[src/ccpad_pkg.sv]
// shared constants, types and decode helpers for the pad, power and timing register group
package ccpad_pkg;

  // register port geometry
  localparam int ADDR_W = 8;
  localparam int DATA_W = 16;
  localparam int HOST_PINS = 16;
  localparam int PHY_PINS = 4;

  // byte offsets on the register port
  localparam logic [7:0] OFS_HOST_PULL_EN = 8'h9e;
  localparam logic [7:0] OFS_HOST_PULL_DIR = 8'ha0;
  localparam logic [7:0] OFS_PHY_PULL_EN = 8'ha2;
  localparam logic [7:0] OFS_PHY_PULL_DIR = 8'ha4;
  localparam logic [7:0] OFS_REG_STATUS = 8'ha6;
  localparam logic [7:0] OFS_UT_PER_BIT = 8'ha8;
  localparam logic [7:0] OFS_MAX_SYNC = 8'hc2;
  localparam logic [7:0] OFS_DC_A = 8'hd0;
  localparam logic [7:0] OFS_DC_B = 8'hd2;
  localparam logic [7:0] OFS_DRIFT = 8'hde;
  localparam logic [7:0] OFS_CFG_CTRL = 8'he0;

  // implemented-bit masks; everything else is reserved and reads zero
  localparam logic [15:0] MASK_HOST_PULL = 16'hffff;
  localparam logic [15:0] MASK_PHY_PULL = 16'h000f;
  localparam logic [15:0] MASK_UT_PER_BIT = 16'h007f;
  localparam logic [15:0] MASK_FULL = 16'hffff;
  localparam logic [15:0] DATA_ZERO = 16'h0000;

  // field positions and reset values
  localparam int STATUS_POR_BIT = 0;
  localparam int STATUS_LV_BIT = 1;
  localparam int CFG_STATE_BIT = 0;
  localparam logic [15:0] PULL_RESET = 16'h0000;

  // timing parameter word slots
  localparam int NUM_TIMING = 5;
  localparam logic [2:0] TI_UT_PER_BIT = 3'h0;
  localparam logic [2:0] TI_MAX_SYNC = 3'h1;
  localparam logic [2:0] TI_DC_A = 3'h2;
  localparam logic [2:0] TI_DC_B = 3'h3;
  localparam logic [2:0] TI_DRIFT = 3'h4;
  localparam logic [2:0] TI_NONE = 3'h7;

  // controller operating mode; reset lands in configuration
  typedef enum logic [0:0] {
    CCPAD_MODE_NORMAL = 1'b0,
    CCPAD_MODE_CONFIG = 1'b1
  } ccpad_mode_t;

  // timing parameters handed to the protocol engine
  typedef struct packed {
    logic [6:0] microticks_per_bit;
    logic [15:0] max_sync_frames;
    logic [15:0] delay_comp_chan_a;
    logic [15:0] delay_comp_chan_b;
    logic [15:0] drift_damping;
  } ccpad_timing_t;

  // resolved pull request for a group of pins
  typedef struct packed {
    logic [HOST_PINS-1:0] up;
    logic [HOST_PINS-1:0] down;
  } ccpad_pull_t;

  // map an offset to its timing slot, used by write and read paths
  function automatic logic [2:0] ccpad_timing_index(input logic [7:0] addr);
    case (addr)
      OFS_UT_PER_BIT: ccpad_timing_index = TI_UT_PER_BIT;
      OFS_MAX_SYNC: ccpad_timing_index = TI_MAX_SYNC;
      OFS_DC_A: ccpad_timing_index = TI_DC_A;
      OFS_DC_B: ccpad_timing_index = TI_DC_B;
      OFS_DRIFT: ccpad_timing_index = TI_DRIFT;
      default: ccpad_timing_index = TI_NONE;
    endcase
  endfunction

  // implemented bits of each timing slot
  function automatic logic [15:0] ccpad_timing_mask(input int idx);
    ccpad_timing_mask = (idx == int'(TI_UT_PER_BIT)) ? MASK_UT_PER_BIT : MASK_FULL;
  endfunction

endpackage

[src/ccpad_regs.sv]
// pad pull, regulator reset status and protocol timing register group
`timescale 1ns/10ps
`default_nettype none
// Behaviour
// - host pin direction bit: 1 pull-up, 0 pull-down, only while enabled
// - phy pull enable bits 3..0 switch pulls; bits 15..4 reserved
// - phy pull direction bits 3..0 pick up or down where enabled
// - status bit 1 low-voltage reset, bit 0 power-on reset
// - reading the status register clears all flags; writes never clear
// - a cleared flag sets again on the next matching event
// - power events reset the controller like hard reset; flags seen after
// - bit duration field is bits 6..0; bit 7 and upper byte reserved
// - channel A delay compensation is 16 bits; host writes 0 to 127
// - channel B delay compensation is 16 bits; host writes 0 to 127
// - drift damping in microticks; host writes 1 to 15
// - max sync frames including own; host writes 2 to 15
// - timing registers accept writes only in configuration state
// - pull enable and direction registers reset to zero
// - setting config bit enters configuration at once; reset sets it
// - host pin enable bits 15..0 each switch the pull of one pin on or off
module ccpad_regs
  import ccpad_pkg::*;
(
  input wire logic SYS_CLK_IN, // controller clock, 125 MHz
  input wire logic RESET_IN, // external hard reset, high
  input wire logic LV_RESET_EVENT_IN, // low-voltage detect pulse
  input wire logic POR_EVENT_IN, // power-on detect pulse
  input wire logic [ADDR_W-1:0] ADDR_IN, // register byte offset
  input wire logic [DATA_W-1:0] WR_DATA_IN, // write data
  input wire logic WR_STROBE_IN, // one-cycle write
  input wire logic RD_STROBE_IN, // one-cycle read
  output logic [DATA_W-1:0] RD_DATA_OUT, // read data, cycle after strobe
  output logic CTRL_RESET_OUT, // internal reset to the controller
  output logic CONFIG_STATE_OUT, // controller in configuration
  output ccpad_timing_t TIMING_OUT, // timing parameters
  output ccpad_pull_t HOST_PULL_OUT, // host pin pulls
  output logic [PHY_PINS-1:0] PHY_PULL_UP_OUT, // phy pin pull-ups
  output logic [PHY_PINS-1:0] PHY_PULL_DOWN_OUT // phy pin pull-downs
);

  // internal reset state
  // the controller reset tree hangs off core_rst_reg; only the status flags clear on RESET_IN directly
  logic core_rst_reg;
  logic core_rst_next;

  // mode and pull registers
  // these leave every reset with known values
  ccpad_mode_t mode_reg;
  ccpad_mode_t mode_next;
  logic [HOST_PINS-1:0] host_pull_enable_reg;
  logic [HOST_PINS-1:0] host_pull_direction_reg;
  logic [PHY_PINS-1:0] phy_pull_enable_reg;
  logic [PHY_PINS-1:0] phy_pull_direction_reg;

  // regulator status flags
  // set by hardware, cleared by a host read
  logic lv_flag_reg;
  logic lv_flag_next;
  logic por_flag_reg;
  logic por_flag_next;

  // read path
  // answer comes from a flop, one cycle late
  logic [DATA_W-1:0] rd_data_reg;
  logic [DATA_W-1:0] rd_data_next;

  // decoded strobes
  // qualified accesses and slot lookups
  logic wr_ok;
  logic rd_ok;
  logic cfg_mode;
  logic [2:0] wr_slot;
  logic [2:0] rd_slot;
  logic status_read;
  logic [DATA_W-1:0] timing_word [NUM_TIMING];

  // write selects for registers any mode may change
  logic wr_host_en;
  logic wr_host_dir;
  logic wr_phy_en;
  logic wr_phy_dir;
  logic wr_cfg_ctrl;

  // offset compare shared by the write selects and the status read decode
  function automatic logic ofs_match(input logic [ADDR_W-1:0] a, input logic [7:0] ofs);
    ofs_match = (a == ofs);
  endfunction

  // -------- internal reset --------

  // power detectors arrive as synchronous pulses;
  // a longer pulse just holds the reset longer
  // on this path a power event acts exactly like the external hard reset
  assign core_rst_next = RESET_IN | LV_RESET_EVENT_IN | POR_EVENT_IN;

  // one edge of latency buys a glitch-free level
  // registered so the reset tree sees a clean level
  always_ff @(posedge SYS_CLK_IN) begin
    core_rst_reg <= core_rst_next;
  end

  // same level goes out to the rest of the controller
  assign CTRL_RESET_OUT = core_rst_reg;

  // -------- access qualification --------

  // strobes are one cycle long, never both high;
  // the slave never stalls the host
  // the port is ignored while the controller sits in reset, so flags
  // only become visible once the internal reset has been released
  assign wr_ok = WR_STROBE_IN & ~core_rst_reg;
  assign rd_ok = RD_STROBE_IN & ~core_rst_reg;
  assign cfg_mode = (mode_reg == CCPAD_MODE_CONFIG);
  assign wr_slot = ccpad_timing_index(ADDR_IN);
  assign rd_slot = ccpad_timing_index(ADDR_IN);
  assign status_read = rd_ok & ofs_match(ADDR_IN, OFS_REG_STATUS);

  // one select per register, decoded once
  assign wr_host_en = wr_ok & ofs_match(ADDR_IN, OFS_HOST_PULL_EN);
  assign wr_host_dir = wr_ok & ofs_match(ADDR_IN, OFS_HOST_PULL_DIR);
  assign wr_phy_en = wr_ok & ofs_match(ADDR_IN, OFS_PHY_PULL_EN);
  assign wr_phy_dir = wr_ok & ofs_match(ADDR_IN, OFS_PHY_PULL_DIR);
  assign wr_cfg_ctrl = wr_ok & ofs_match(ADDR_IN, OFS_CFG_CTRL);

  // -------- operating mode --------

  // leaving configuration needs a write of zero;
  // other offsets leave the mode alone
  // next mode from the configuration control register
  always_comb begin
    mode_next = mode_reg;
    case (mode_reg)
      CCPAD_MODE_CONFIG: begin
        if (wr_cfg_ctrl && !WR_DATA_IN[CFG_STATE_BIT]) begin
          mode_next = CCPAD_MODE_NORMAL;
        end
      end
      CCPAD_MODE_NORMAL: begin
        // takes effect on the very next edge, no protocol handshake
        if (wr_cfg_ctrl && WR_DATA_IN[CFG_STATE_BIT]) begin
          mode_next = CCPAD_MODE_CONFIG;
        end
      end
      default: begin
        mode_next = CCPAD_MODE_CONFIG;
      end
    endcase
  end

  // internal and external resets share this path
  // hard reset leaves the controller in configuration
  always_ff @(posedge SYS_CLK_IN) begin
    if (core_rst_reg) begin
      mode_reg <= CCPAD_MODE_CONFIG;
    end else begin
      mode_reg <= mode_next;
    end
  end

  // the mode flop drives the state output
  assign CONFIG_STATE_OUT = cfg_mode;

  // -------- host pin pull registers --------

  // enable and direction, full sixteen bits each
  // writable in any mode so pads can be retuned;
  // pad controls follow one edge later
  always_ff @(posedge SYS_CLK_IN) begin
    if (core_rst_reg) begin
      host_pull_enable_reg <= PULL_RESET[HOST_PINS-1:0];
      host_pull_direction_reg <= PULL_RESET[HOST_PINS-1:0];
    end else if (wr_ok) begin
      if (wr_host_en) begin
        host_pull_enable_reg <= WR_DATA_IN[HOST_PINS-1:0];
      end
      if (wr_host_dir) begin
        host_pull_direction_reg <= WR_DATA_IN[HOST_PINS-1:0];
      end
    end
  end

  // -------- phy pin pull registers --------

  // only the low nibble is stored; upper bits are dropped on write
  // a write never touches the other register
  always_ff @(posedge SYS_CLK_IN) begin
    if (core_rst_reg) begin
      phy_pull_enable_reg <= PULL_RESET[PHY_PINS-1:0];
      phy_pull_direction_reg <= PULL_RESET[PHY_PINS-1:0];
    end else if (wr_ok) begin
      if (wr_phy_en) begin
        phy_pull_enable_reg <= WR_DATA_IN[PHY_PINS-1:0];
      end
      if (wr_phy_dir) begin
        phy_pull_direction_reg <= WR_DATA_IN[PHY_PINS-1:0];
      end
    end
  end

  // -------- pad resolution --------

  // direction matters only where the enable bit is set
  // a disabled pin pulls neither way
  ccpad_pull_drive #(
    .N(HOST_PINS)
  ) u_host_pull (
    .clk_in(SYS_CLK_IN),
    .rst_in(core_rst_reg),
    .enable_in(host_pull_enable_reg),
    .dir_in(host_pull_direction_reg),
    .pull_up_out(HOST_PULL_OUT.up),
    .pull_down_out(HOST_PULL_OUT.down)
  );

  // same resolution for the four physical-layer pins
  ccpad_pull_drive #(
    .N(PHY_PINS)
  ) u_phy_pull (
    .clk_in(SYS_CLK_IN),
    .rst_in(core_rst_reg),
    .enable_in(phy_pull_enable_reg),
    .dir_in(phy_pull_direction_reg),
    .pull_up_out(PHY_PULL_UP_OUT),
    .pull_down_out(PHY_PULL_DOWN_OUT)
  );

  // -------- regulator reset status --------

  // the event wins over a clear in the same cycle; a read clears, a write
  // has no effect; external hard reset alone wipes the record
  // reads are refused in internal reset, so a
  // flag never clears before the host sees it
  // limitation: two events between polls look like one
  always_comb begin
    lv_flag_next = lv_flag_reg;
    por_flag_next = por_flag_reg;
    if (RESET_IN) begin
      lv_flag_next = 1'b0;
      por_flag_next = 1'b0;
    end else if (status_read) begin
      lv_flag_next = 1'b0;
      por_flag_next = 1'b0;
    end
    if (LV_RESET_EVENT_IN) begin
      lv_flag_next = 1'b1;
    end
    if (POR_EVENT_IN) begin
      por_flag_next = 1'b1;
    end
  end

  // plain flops without a reset branch
  // flags survive the internal reset that their own event causes;
  // they drive no interrupt line, software must poll them
  always_ff @(posedge SYS_CLK_IN) begin
    lv_flag_reg <= lv_flag_next;
    por_flag_reg <= por_flag_next;
  end

  // -------- protocol timing parameters --------

  // one word per parameter; write gated by configuration mode so a stray
  // write during operation cannot disturb a running schedule
  // no reset: a power event keeps the last words,
  // yet software reprograms them after each reset
  genvar k;
  generate
    for (k = 0; k < NUM_TIMING; k++) begin : g_timing
      ccpad_cfg_word #(
        .W(DATA_W),
        .MASK(ccpad_timing_mask(k))
      ) u_word (
        .clk_in(SYS_CLK_IN),
        .wr_en_in(wr_ok && cfg_mode && wr_slot == 3'(k)),
        .wr_data_in(WR_DATA_IN),
        .q_out(timing_word[k])
      );
    end
  endgenerate

  // values are passed through as stored; range limits are the host's job
  // out-of-range words are kept, not clamped
  assign TIMING_OUT.microticks_per_bit = timing_word[TI_UT_PER_BIT][6:0];
  assign TIMING_OUT.max_sync_frames = timing_word[TI_MAX_SYNC];
  assign TIMING_OUT.delay_comp_chan_a = timing_word[TI_DC_A];
  assign TIMING_OUT.delay_comp_chan_b = timing_word[TI_DC_B];
  assign TIMING_OUT.drift_damping = timing_word[TI_DRIFT];

  // -------- read path --------

  // reserved bits are zero-filled; unmapped offsets read zero
  // zero unless answering, so nothing stale lingers
  // status is taken before the clear lands
  always_comb begin
    rd_data_next = DATA_ZERO;
    if (rd_ok) begin
      if (rd_slot != TI_NONE) begin
        rd_data_next = timing_word[rd_slot];
      end else begin
        case (ADDR_IN)
          OFS_HOST_PULL_EN: begin
            rd_data_next = host_pull_enable_reg & MASK_HOST_PULL;
          end
          OFS_HOST_PULL_DIR: begin
            rd_data_next = host_pull_direction_reg & MASK_HOST_PULL;
          end
          OFS_PHY_PULL_EN: begin
            rd_data_next[PHY_PINS-1:0] = phy_pull_enable_reg;
          end
          OFS_PHY_PULL_DIR: begin
            rd_data_next[PHY_PINS-1:0] = phy_pull_direction_reg;
          end
          OFS_REG_STATUS: begin
            // value before the clear is returned
            rd_data_next[STATUS_LV_BIT] = lv_flag_reg;
            rd_data_next[STATUS_POR_BIT] = por_flag_reg;
          end
          OFS_CFG_CTRL: begin
            rd_data_next[CFG_STATE_BIT] = cfg_mode;
          end
          default: begin
            rd_data_next = DATA_ZERO;
          end
        endcase
      end
    end
  end

  // data stand for exactly the cycle after the strobe, zero otherwise
  // reset forces zero so no answer straddles it
  always_ff @(posedge SYS_CLK_IN) begin
    if (core_rst_reg) begin
      rd_data_reg <= DATA_ZERO;
    end else begin
      rd_data_reg <= rd_data_next;
    end
  end

  assign RD_DATA_OUT = rd_data_reg;

endmodule
`default_nettype wire

[src/ccpad_cfg_word.sv]
// one configuration-only parameter word without reset
`timescale 1ns/10ps
`default_nettype none
module ccpad_cfg_word #(
  parameter int W = 16,
  parameter logic [15:0] MASK = 16'hffff
) (
  input wire logic clk_in, // controller clock
  input wire logic wr_en_in, // qualified write
  input wire logic [W-1:0] wr_data_in, // host data
  output logic [W-1:0] q_out // stored value
);

  logic [W-1:0] q_reg;

  // no reset on purpose: contents are undefined until the host programs them
  always_ff @(posedge clk_in) begin
    if (wr_en_in) begin
      q_reg <= wr_data_in & MASK[W-1:0];
    end
  end

  assign q_out = q_reg;

endmodule
`default_nettype wire

[src/ccpad_pull_drive.sv]
// per-pin pull resistor resolution from enable and direction bits
`timescale 1ns/10ps
`default_nettype none
module ccpad_pull_drive #(
  parameter int N = 16
) (
  input wire logic clk_in, // controller clock
  input wire logic rst_in, // synchronous reset, high
  input wire logic [N-1:0] enable_in, // pull on per pin
  input wire logic [N-1:0] dir_in, // 1 up, 0 down
  output logic [N-1:0] pull_up_out, // pull-up active
  output logic [N-1:0] pull_down_out // pull-down active
);

  logic [N-1:0] up_reg;
  logic [N-1:0] down_reg;

  // registered so pad controls never glitch while the host rewrites a bit
  genvar i;
  generate
    for (i = 0; i < N; i++) begin : g_pin
      always_ff @(posedge clk_in) begin
        if (rst_in) begin
          up_reg[i] <= 1'b0;
          down_reg[i] <= 1'b0;
        end else begin
          up_reg[i] <= enable_in[i] & dir_in[i];
          down_reg[i] <= enable_in[i] & ~dir_in[i];
        end
      end
    end
  endgenerate

  assign pull_up_out = up_reg;
  assign pull_down_out = down_reg;

endmodule
`default_nettype wire

[config.mk]
export PLATFORM = sky130hd
export DESIGN_NAME = ccpad_regs
export DESIGN_NICKNAME = d
export VERILOG_FILES = /design/src/ccpad_pkg.sv /design/src/ccpad_regs.sv /design/src/ccpad_cfg_word.sv /design/src/ccpad_pull_drive.sv
export SDC_FILE = /design/constraint.sdc
export NUM_CORES = 1
export LEC_CHECK = 0
export BUFFER_PORTS_ARGS = -buffer_cell sky130_fd_sc_hd__buf_2
export CAP_MARGIN = 25
export CORE_ASPECT_RATIO = 1.25
export CORE_MARGIN = 2
export CORE_UTILIZATION = 58
export DETAILED_ROUTE_END_ITERATION = 16
export GPL_ROUTABILITY_DRIVEN = 0
export MAX_ROUTING_LAYER = met4
export PLACE_DENSITY = 0.92
export SLEW_MARGIN = 20
export SYNTH_ARGS = -nofsm -noshare
export SYNTH_HDL_FRONTEND = slang
export SYNTH_HIERARCHICAL = 1
export SYNTH_SLANG_ARGS = --single-unit
[constraint.sdc]
create_clock -name SYS_CLK_IN -period 3.8 [get_ports SYS_CLK_IN]
set_input_delay 0.19 -clock SYS_CLK_IN [delete_from_list [all_inputs] [get_ports SYS_CLK_IN]]
set_output_delay 0.19 -clock SYS_CLK_IN [all_outputs]
set_load 0.01 [all_outputs]
After elaboration in Yosys (flattened, before gate mapping):

Index checks and enable logic that the tools add are counted.

* output and inout port bits: 129
* bits in registers: 171

* mux-type cells: 14
* reduce and logical (&&, ||, !) cells: 16
* $lt $le $gt $ge: 1
* equality and inequality tests: 16
* bitwise logic cells: 74

Operators with widths (count)
* 8-bit == test, second input constant: 11
* 1-bit bitwise AND: 48
* 16-bit binary-select mux with 3-bit select: 1
* 16-bit two-way mux: 3
* 12-bit case mux with 2 select lines: 1
* 1-bit NOT: 23
* 3-bit case mux with 5 select lines: 1
* 1-bit logical AND: 8
* 2-bit case mux with 4 select lines: 1
* 2-bit AND reduction: 4
* 3-bit by 2-bit == test with 1-bit output, second input constant: 2
* 1-bit case mux with 6 select lines: 1
* 1-bit case mux with 5 select lines: 1
* 4-bit >= comparator, second input constant: 1
* 1-bit two-way mux: 4
* 3-bit NOT with 4-bit output: 1
* 3-bit by 1-bit == test with 1-bit output, second input constant: 1
* 3-bit == test, second input constant: 1
* 3-bit zero test: 1
* 3-bit != test, second input constant: 1
* 1-bit OR: 2
* 1-bit case mux with 2 select lines: 1
* 2-bit nonzero test: 1
* 2-bit OR reduction: 1
* 1-bit zero test: 1

Logic depth before layout (Yosys ltp):

* depth in word-level cells: 7
* mapped depth: 8
* mapped depth without buffers: 5

Hierarchy:

Netlist, hierarchy kept.

By module, submodules not included
* ccpad_regs: cells an instance 393, times used 1, sequential area each 1201.2 sq um, area an instance 3423.3 sq um
* ccpad_cfg_word at g_timing[1].u_word ...: cells an instance 16, times used 4, sequential area each 480.5 sq um, area an instance 480.5 sq um
* ccpad_pull_drive at u_host_pull: cells an instance 67, times used 1, sequential area each 640.6 sq um, area an instance 918.4 sq um
* ccpad_cfg_word at g_timing[0].u_word: cells an instance 17, times used 1, sequential area each 210.2 sq um, area an instance 281.5 sq um
* ccpad_pull_drive at u_phy_pull: cells an instance 16, times used 1, sequential area each 160.2 sq um, area an instance 225.2 sq um

Worst setup path before layout:

No wires, ideal clock.

* kind: input-to-reg
* from: input port ADDR_IN[0]
* to: register g_timing[1].u_word.q_reg[0], enable pin
* library setup time: 0.374 ns
* arrival time: 1.698 ns
* slack: 1.728 ns
* cell stages on the path: 6
* path buffers: 3
* path through: buf_6 > nor4b_4 > and4b_1 > buf_6 > buf_12 > and4b_1

* cells in the longest elaborated chain, start to end: 4
* elaborated cells on any way between the ends: 8
* those cells by class: eq/ne: 6; mux: 1; reduce/logical: 1

RTL lines
* start, declared: RTL line ccpad_regs.sv:28 `input wire logic [ADDR_W-1:0] ADDR_IN,`
* 8-bit == test: RTL line ccpad_pkg.sv:68 `case (addr)`
* 3-bit case mux with 5 select lines *: RTL line ccpad_pkg.sv:68
* 3-bit by 1-bit == test with 1-bit output *: RTL line ccpad_regs.sv:274 `.wr_en_in(wr_ok && cfg_mode && wr_slot == 3'(k)),`
* 1-bit logical AND *: RTL line ccpad_regs.sv:274
* end signal, assigned: RTL line ccpad_cfg_word.sv:19 `q_reg <= wr_data_in & MASK[W-1:0];`
* end, declared: RTL line ccpad_cfg_word.sv:14 `logic [W-1:0] q_reg;`

Every way passes the cells marked *; elsewhere a longest branch is shown, timed or not.
A chain may end at the register's enable or synchronous reset.

Worst setup path in the final report:

* from: register core_rst_reg, in the netlist CTRL_RESET_OUT
* to: register rd_data_reg[9], in the netlist RD_DATA_OUT[9]

* cells in the longest elaborated chain, start to end: 4

RTL lines
* start, declared: RTL line ccpad_regs.sv:43 `logic core_rst_reg;`
* start signal, assigned: RTL line ccpad_regs.sv:99 `core_rst_reg <= core_rst_next;`
* 1-bit NOT: RTL line ccpad_regs.sv:112 `assign rd_ok = RD_STROBE_IN & ~core_rst_reg;`
* 1-bit bitwise AND: RTL line ccpad_regs.sv:112
* 1-bit NOT (no source line)
* 2-bit OR reduction (no source line) *
* end signal, assigned: RTL line ccpad_regs.sv:335 `rd_data_reg <= rd_data_next;`
* end, declared: RTL line ccpad_regs.sv:64 `logic [DATA_W-1:0] rd_data_reg;`

Marks and branches as above.

==> results.md <==
* Status: finished, final reports clean
* Hold Path Class: input pin to flip-flop
* Commonest non-fill, non-tap cells in the layout: buf_2, dfxtp_1, nand2_1, edfxtp_1, nand2b_1
* Pre-CTS worst setup slack at slightly above 0.8 ns
* DRC at 0
* First-pass GRT wire length at about 27 mm
* Routed Wire Length at about 18 mm
* Hold Crit Depth at 1
* Kind of critical path: flip-flop to flip-flop
* NumNets Final at 740
* Placed instance area at ~7600 µm²
* Cell Pwr Density at about 440 nW/µm²
* Tcrit/Tclk final at 66.09%
* Pre-Repair DR Iteration Count at 5
* Post-synth EDFFs at roughly 70
* GR Util All Layers at roughly 29%
* Post-Synth Adder-Cell Area at 0%
* PostCTS Resize Cnt at 0
* Chip width at slightly above 100 µm
* Clk root buf: clkbuf_16
* R2R Setup Slk at approximately 1.3 ns
* CP startpoint: CTRL_RESET_OUT
* Largest family of logic cells by synthesized area: simple AND/OR/NAND/NOR gates
* Startpoint types: flip-flop
* Final ANT Viol Nets at 0
* Hold_buf cts at 3
* Die Area at 12560 µm²
* Maxcap violations at 0
* FF-to-FF Start: CTRL_RESET_OUT
* Worst R2R Path Depth at 5
* Critical-path maximum fanout at 85
* Syn Inst Count at approximately 560
* Setup Fix Bufs, Post-CTS at 0
* Multi-input gate area at 2424 µm²
* Critical Path AT at around 2.8 ns
* Largest net degree at the start of global routing at 86
* Final slew viol count at 0
* IO buf count at approximately 160
* Post-synthesis compound-gate area fraction at between 10% and 20%
* FFs w/ async S/R, synth at 0%
* Die height at around 120 µm
* # rows at 44
* TritonCTS clock tree: built
* Post-Syn Area at ~6800 µm²
* Synth Area in Simple Gates at between 10% and 20%
* Ant diodes at 0
* Worst r2r dst: RD_DATA_OUT[9]
* Slew headroom at 33.59%
* CTS H-tree lvls at 4
* Worst setup EP type: flip-flop
* Setup TNS at 0 ns
* Yosys cell types at 57
* Vias per std cell at 6.005
* Area delta synth->final at 20.38%
* Fmax at between 300 and 400 MHz
* HPWL after detailed placement at between 10 and 15 mm
* Gr ovfl total at 0
* Final setup vio count at 0
* RSZ-0062 raised after global routing: false
* Core area at 11510 µm²
* Leak pwr at approximately 3.3 nW
* Clock transition at path regs at around 0.060 ns
* FF/Latch Area at ~4100 µm²
* Max reg flops at 71
* Total number of vias at a little over 5000
* Synth Register Bits at ~170
* Post-route cell area at around 8200 µm²
* Ys flop type: dfxtp_1
* Max IR drop VDD at 0.2717 mV
* Most common cell after layout, fill and taps aside: buf_2
* Layout Skew at roughly 0.0086 ns
* Mapped Avg Cell Area at between 10 and 15 µm²
* I/O pin count at 159
* Layout fillers at between 700 and 800
* CP required at around 4.1 ns
* Initial core utilization at 58.84%
* Register area share after synthesis at between 60% and 70%
* TritonCTS buffer count at 17
* Number of global-route vias before repair at 4979
* 1st-iter DRT viols at approximately 720
* Clk sinks at about 170
* CTS Buffer Depth at 2
* Yosys warns at 6
* CP Capture Point: RD_DATA_OUT[9]
* Mux contribution to synthesized area at around 5.7%
* Routed wire length per instance at 20.40 µm
* Transition time of the tightest slew-check pin at around 1 ns
* Worst skew pair latency at roughly 0.42 ns
* Period minus WS final at approximately 2.5 ns
* Xor/xnor share of the synthesized area at 0%
* Share of cells above drive strength 1 at a little under a third
* Final hold violation count at 0
* Post-route setup slack at about 1.3 ns
* Initial antenna violation count at 0
## synthesized netlist by cell type (all sizes together) (4+ instances only)
| library cell | count | area (µm²) |
|---|---|---|
| clkbuf | 11 | 41.29 |
| nand2b | 42 | 262.8 |
| a2bb2oi | 15 | 131.4 |
| nor3 | 6 | 40.04 |
| nor2 | 12 | 47.55 |
| o21ai | 43 | 215.2 |
| nand2 | 71 | 266.5 |
| nor3b | 22 | 175.2 |
| nor2b | 4 | 25.02 |
| edfxtp | 71 | 2132 |
| mux2 | 16 | 180.2 |
| nand4 | 4 | 25.02 |
| buf | 31 | 212.7 |
| dfxtp | 100 | 2002 |
| a22o | 14 | 122.6 |
| and3b | 21 | 183.9 |
| o221ai | 15 | 156.4 |
| mux2i | 18 | 180.2 |
## per-stage QoR
| stage | instances | hold slack, ns | util [%] | power [mW] |
|---|---|---|---|---|
| finish | 861 | 0.04990 | 70.84 | 3.572 |
| detailed placement | 824 | 0.3844 | 65.71 | 2.058 |
| CTS | 859 | 0.03431 | 70.56 | 3.572 |
| global placement | 824 | 0.3742 | 65.71 | 2.053 |
| global route | 861 | 0.03876 | 70.84 | 3.651 |
| floorplan | 565 | 0.2760 | - | 2.019 |
## report_power, final
part / internal [mW] / switching [mW]
Clock: 0.889 / 0.658
Sequential: 1.91 / 0.00903
Combinational: 0.0421 / 0.0632
## worst min path at each step
stage	from	end	slack [ns]
after floorplan	LV_RESET_EVENT_IN	lv_flag_reg	0.28
after global placement	POR_EVENT_IN	por_flag_reg	0.37
after detailed placement	POR_EVENT_IN	por_flag_reg	0.38
after CTS	WR_DATA_IN[8]	g_timing[4].u_word/q_out[8]	0.03
after global routing	WR_DATA_IN[8]	g_timing[4].u_word/q_out[8]	0.04
final	WR_DATA_IN[11]	g_timing[3].u_word/q_out[11]	0.05
## critical path, cell delays in order (launching register included)
cell and delay [ns]:
dfxtp_4 0.53, nor2b_2 0.65, nor2b_1 0.26, o21a_1 0.56, nand2_1 0.18, o221ai_1 0.23
## kinds of logic (layout without fill, tap and decap cells)
kind of cell,Yosys count,in the layout
other cells,1,9
buf+inv,43,201
simple gates,205,205
compound gates,102,102
mux,35,35
flops,171,171
## layout make-up
class / instances / area share, %
clock inverter: 6 / 0.4759
multi-input combinational: 351 / 29.74
timing repair buffer: 168 / 10.85
clock buffer: 26 / 6.002
inverter: 1 / 0.04605
sequential: 171 / 50.77
tap: 138 / 2.119
## metal layers
metal / wire length (µm) / share of wire (%) / global-route usage (%)
met4: 573 / 3.3 / 13.22
met2: 8626 / 49 / 44.67
met1: 6966 / 40 / 35.98
met3: 1397 / 8.0 / 5.556
met5: 0 / 0 / -
No activity file was read; power rests on OpenSTA's default activity.
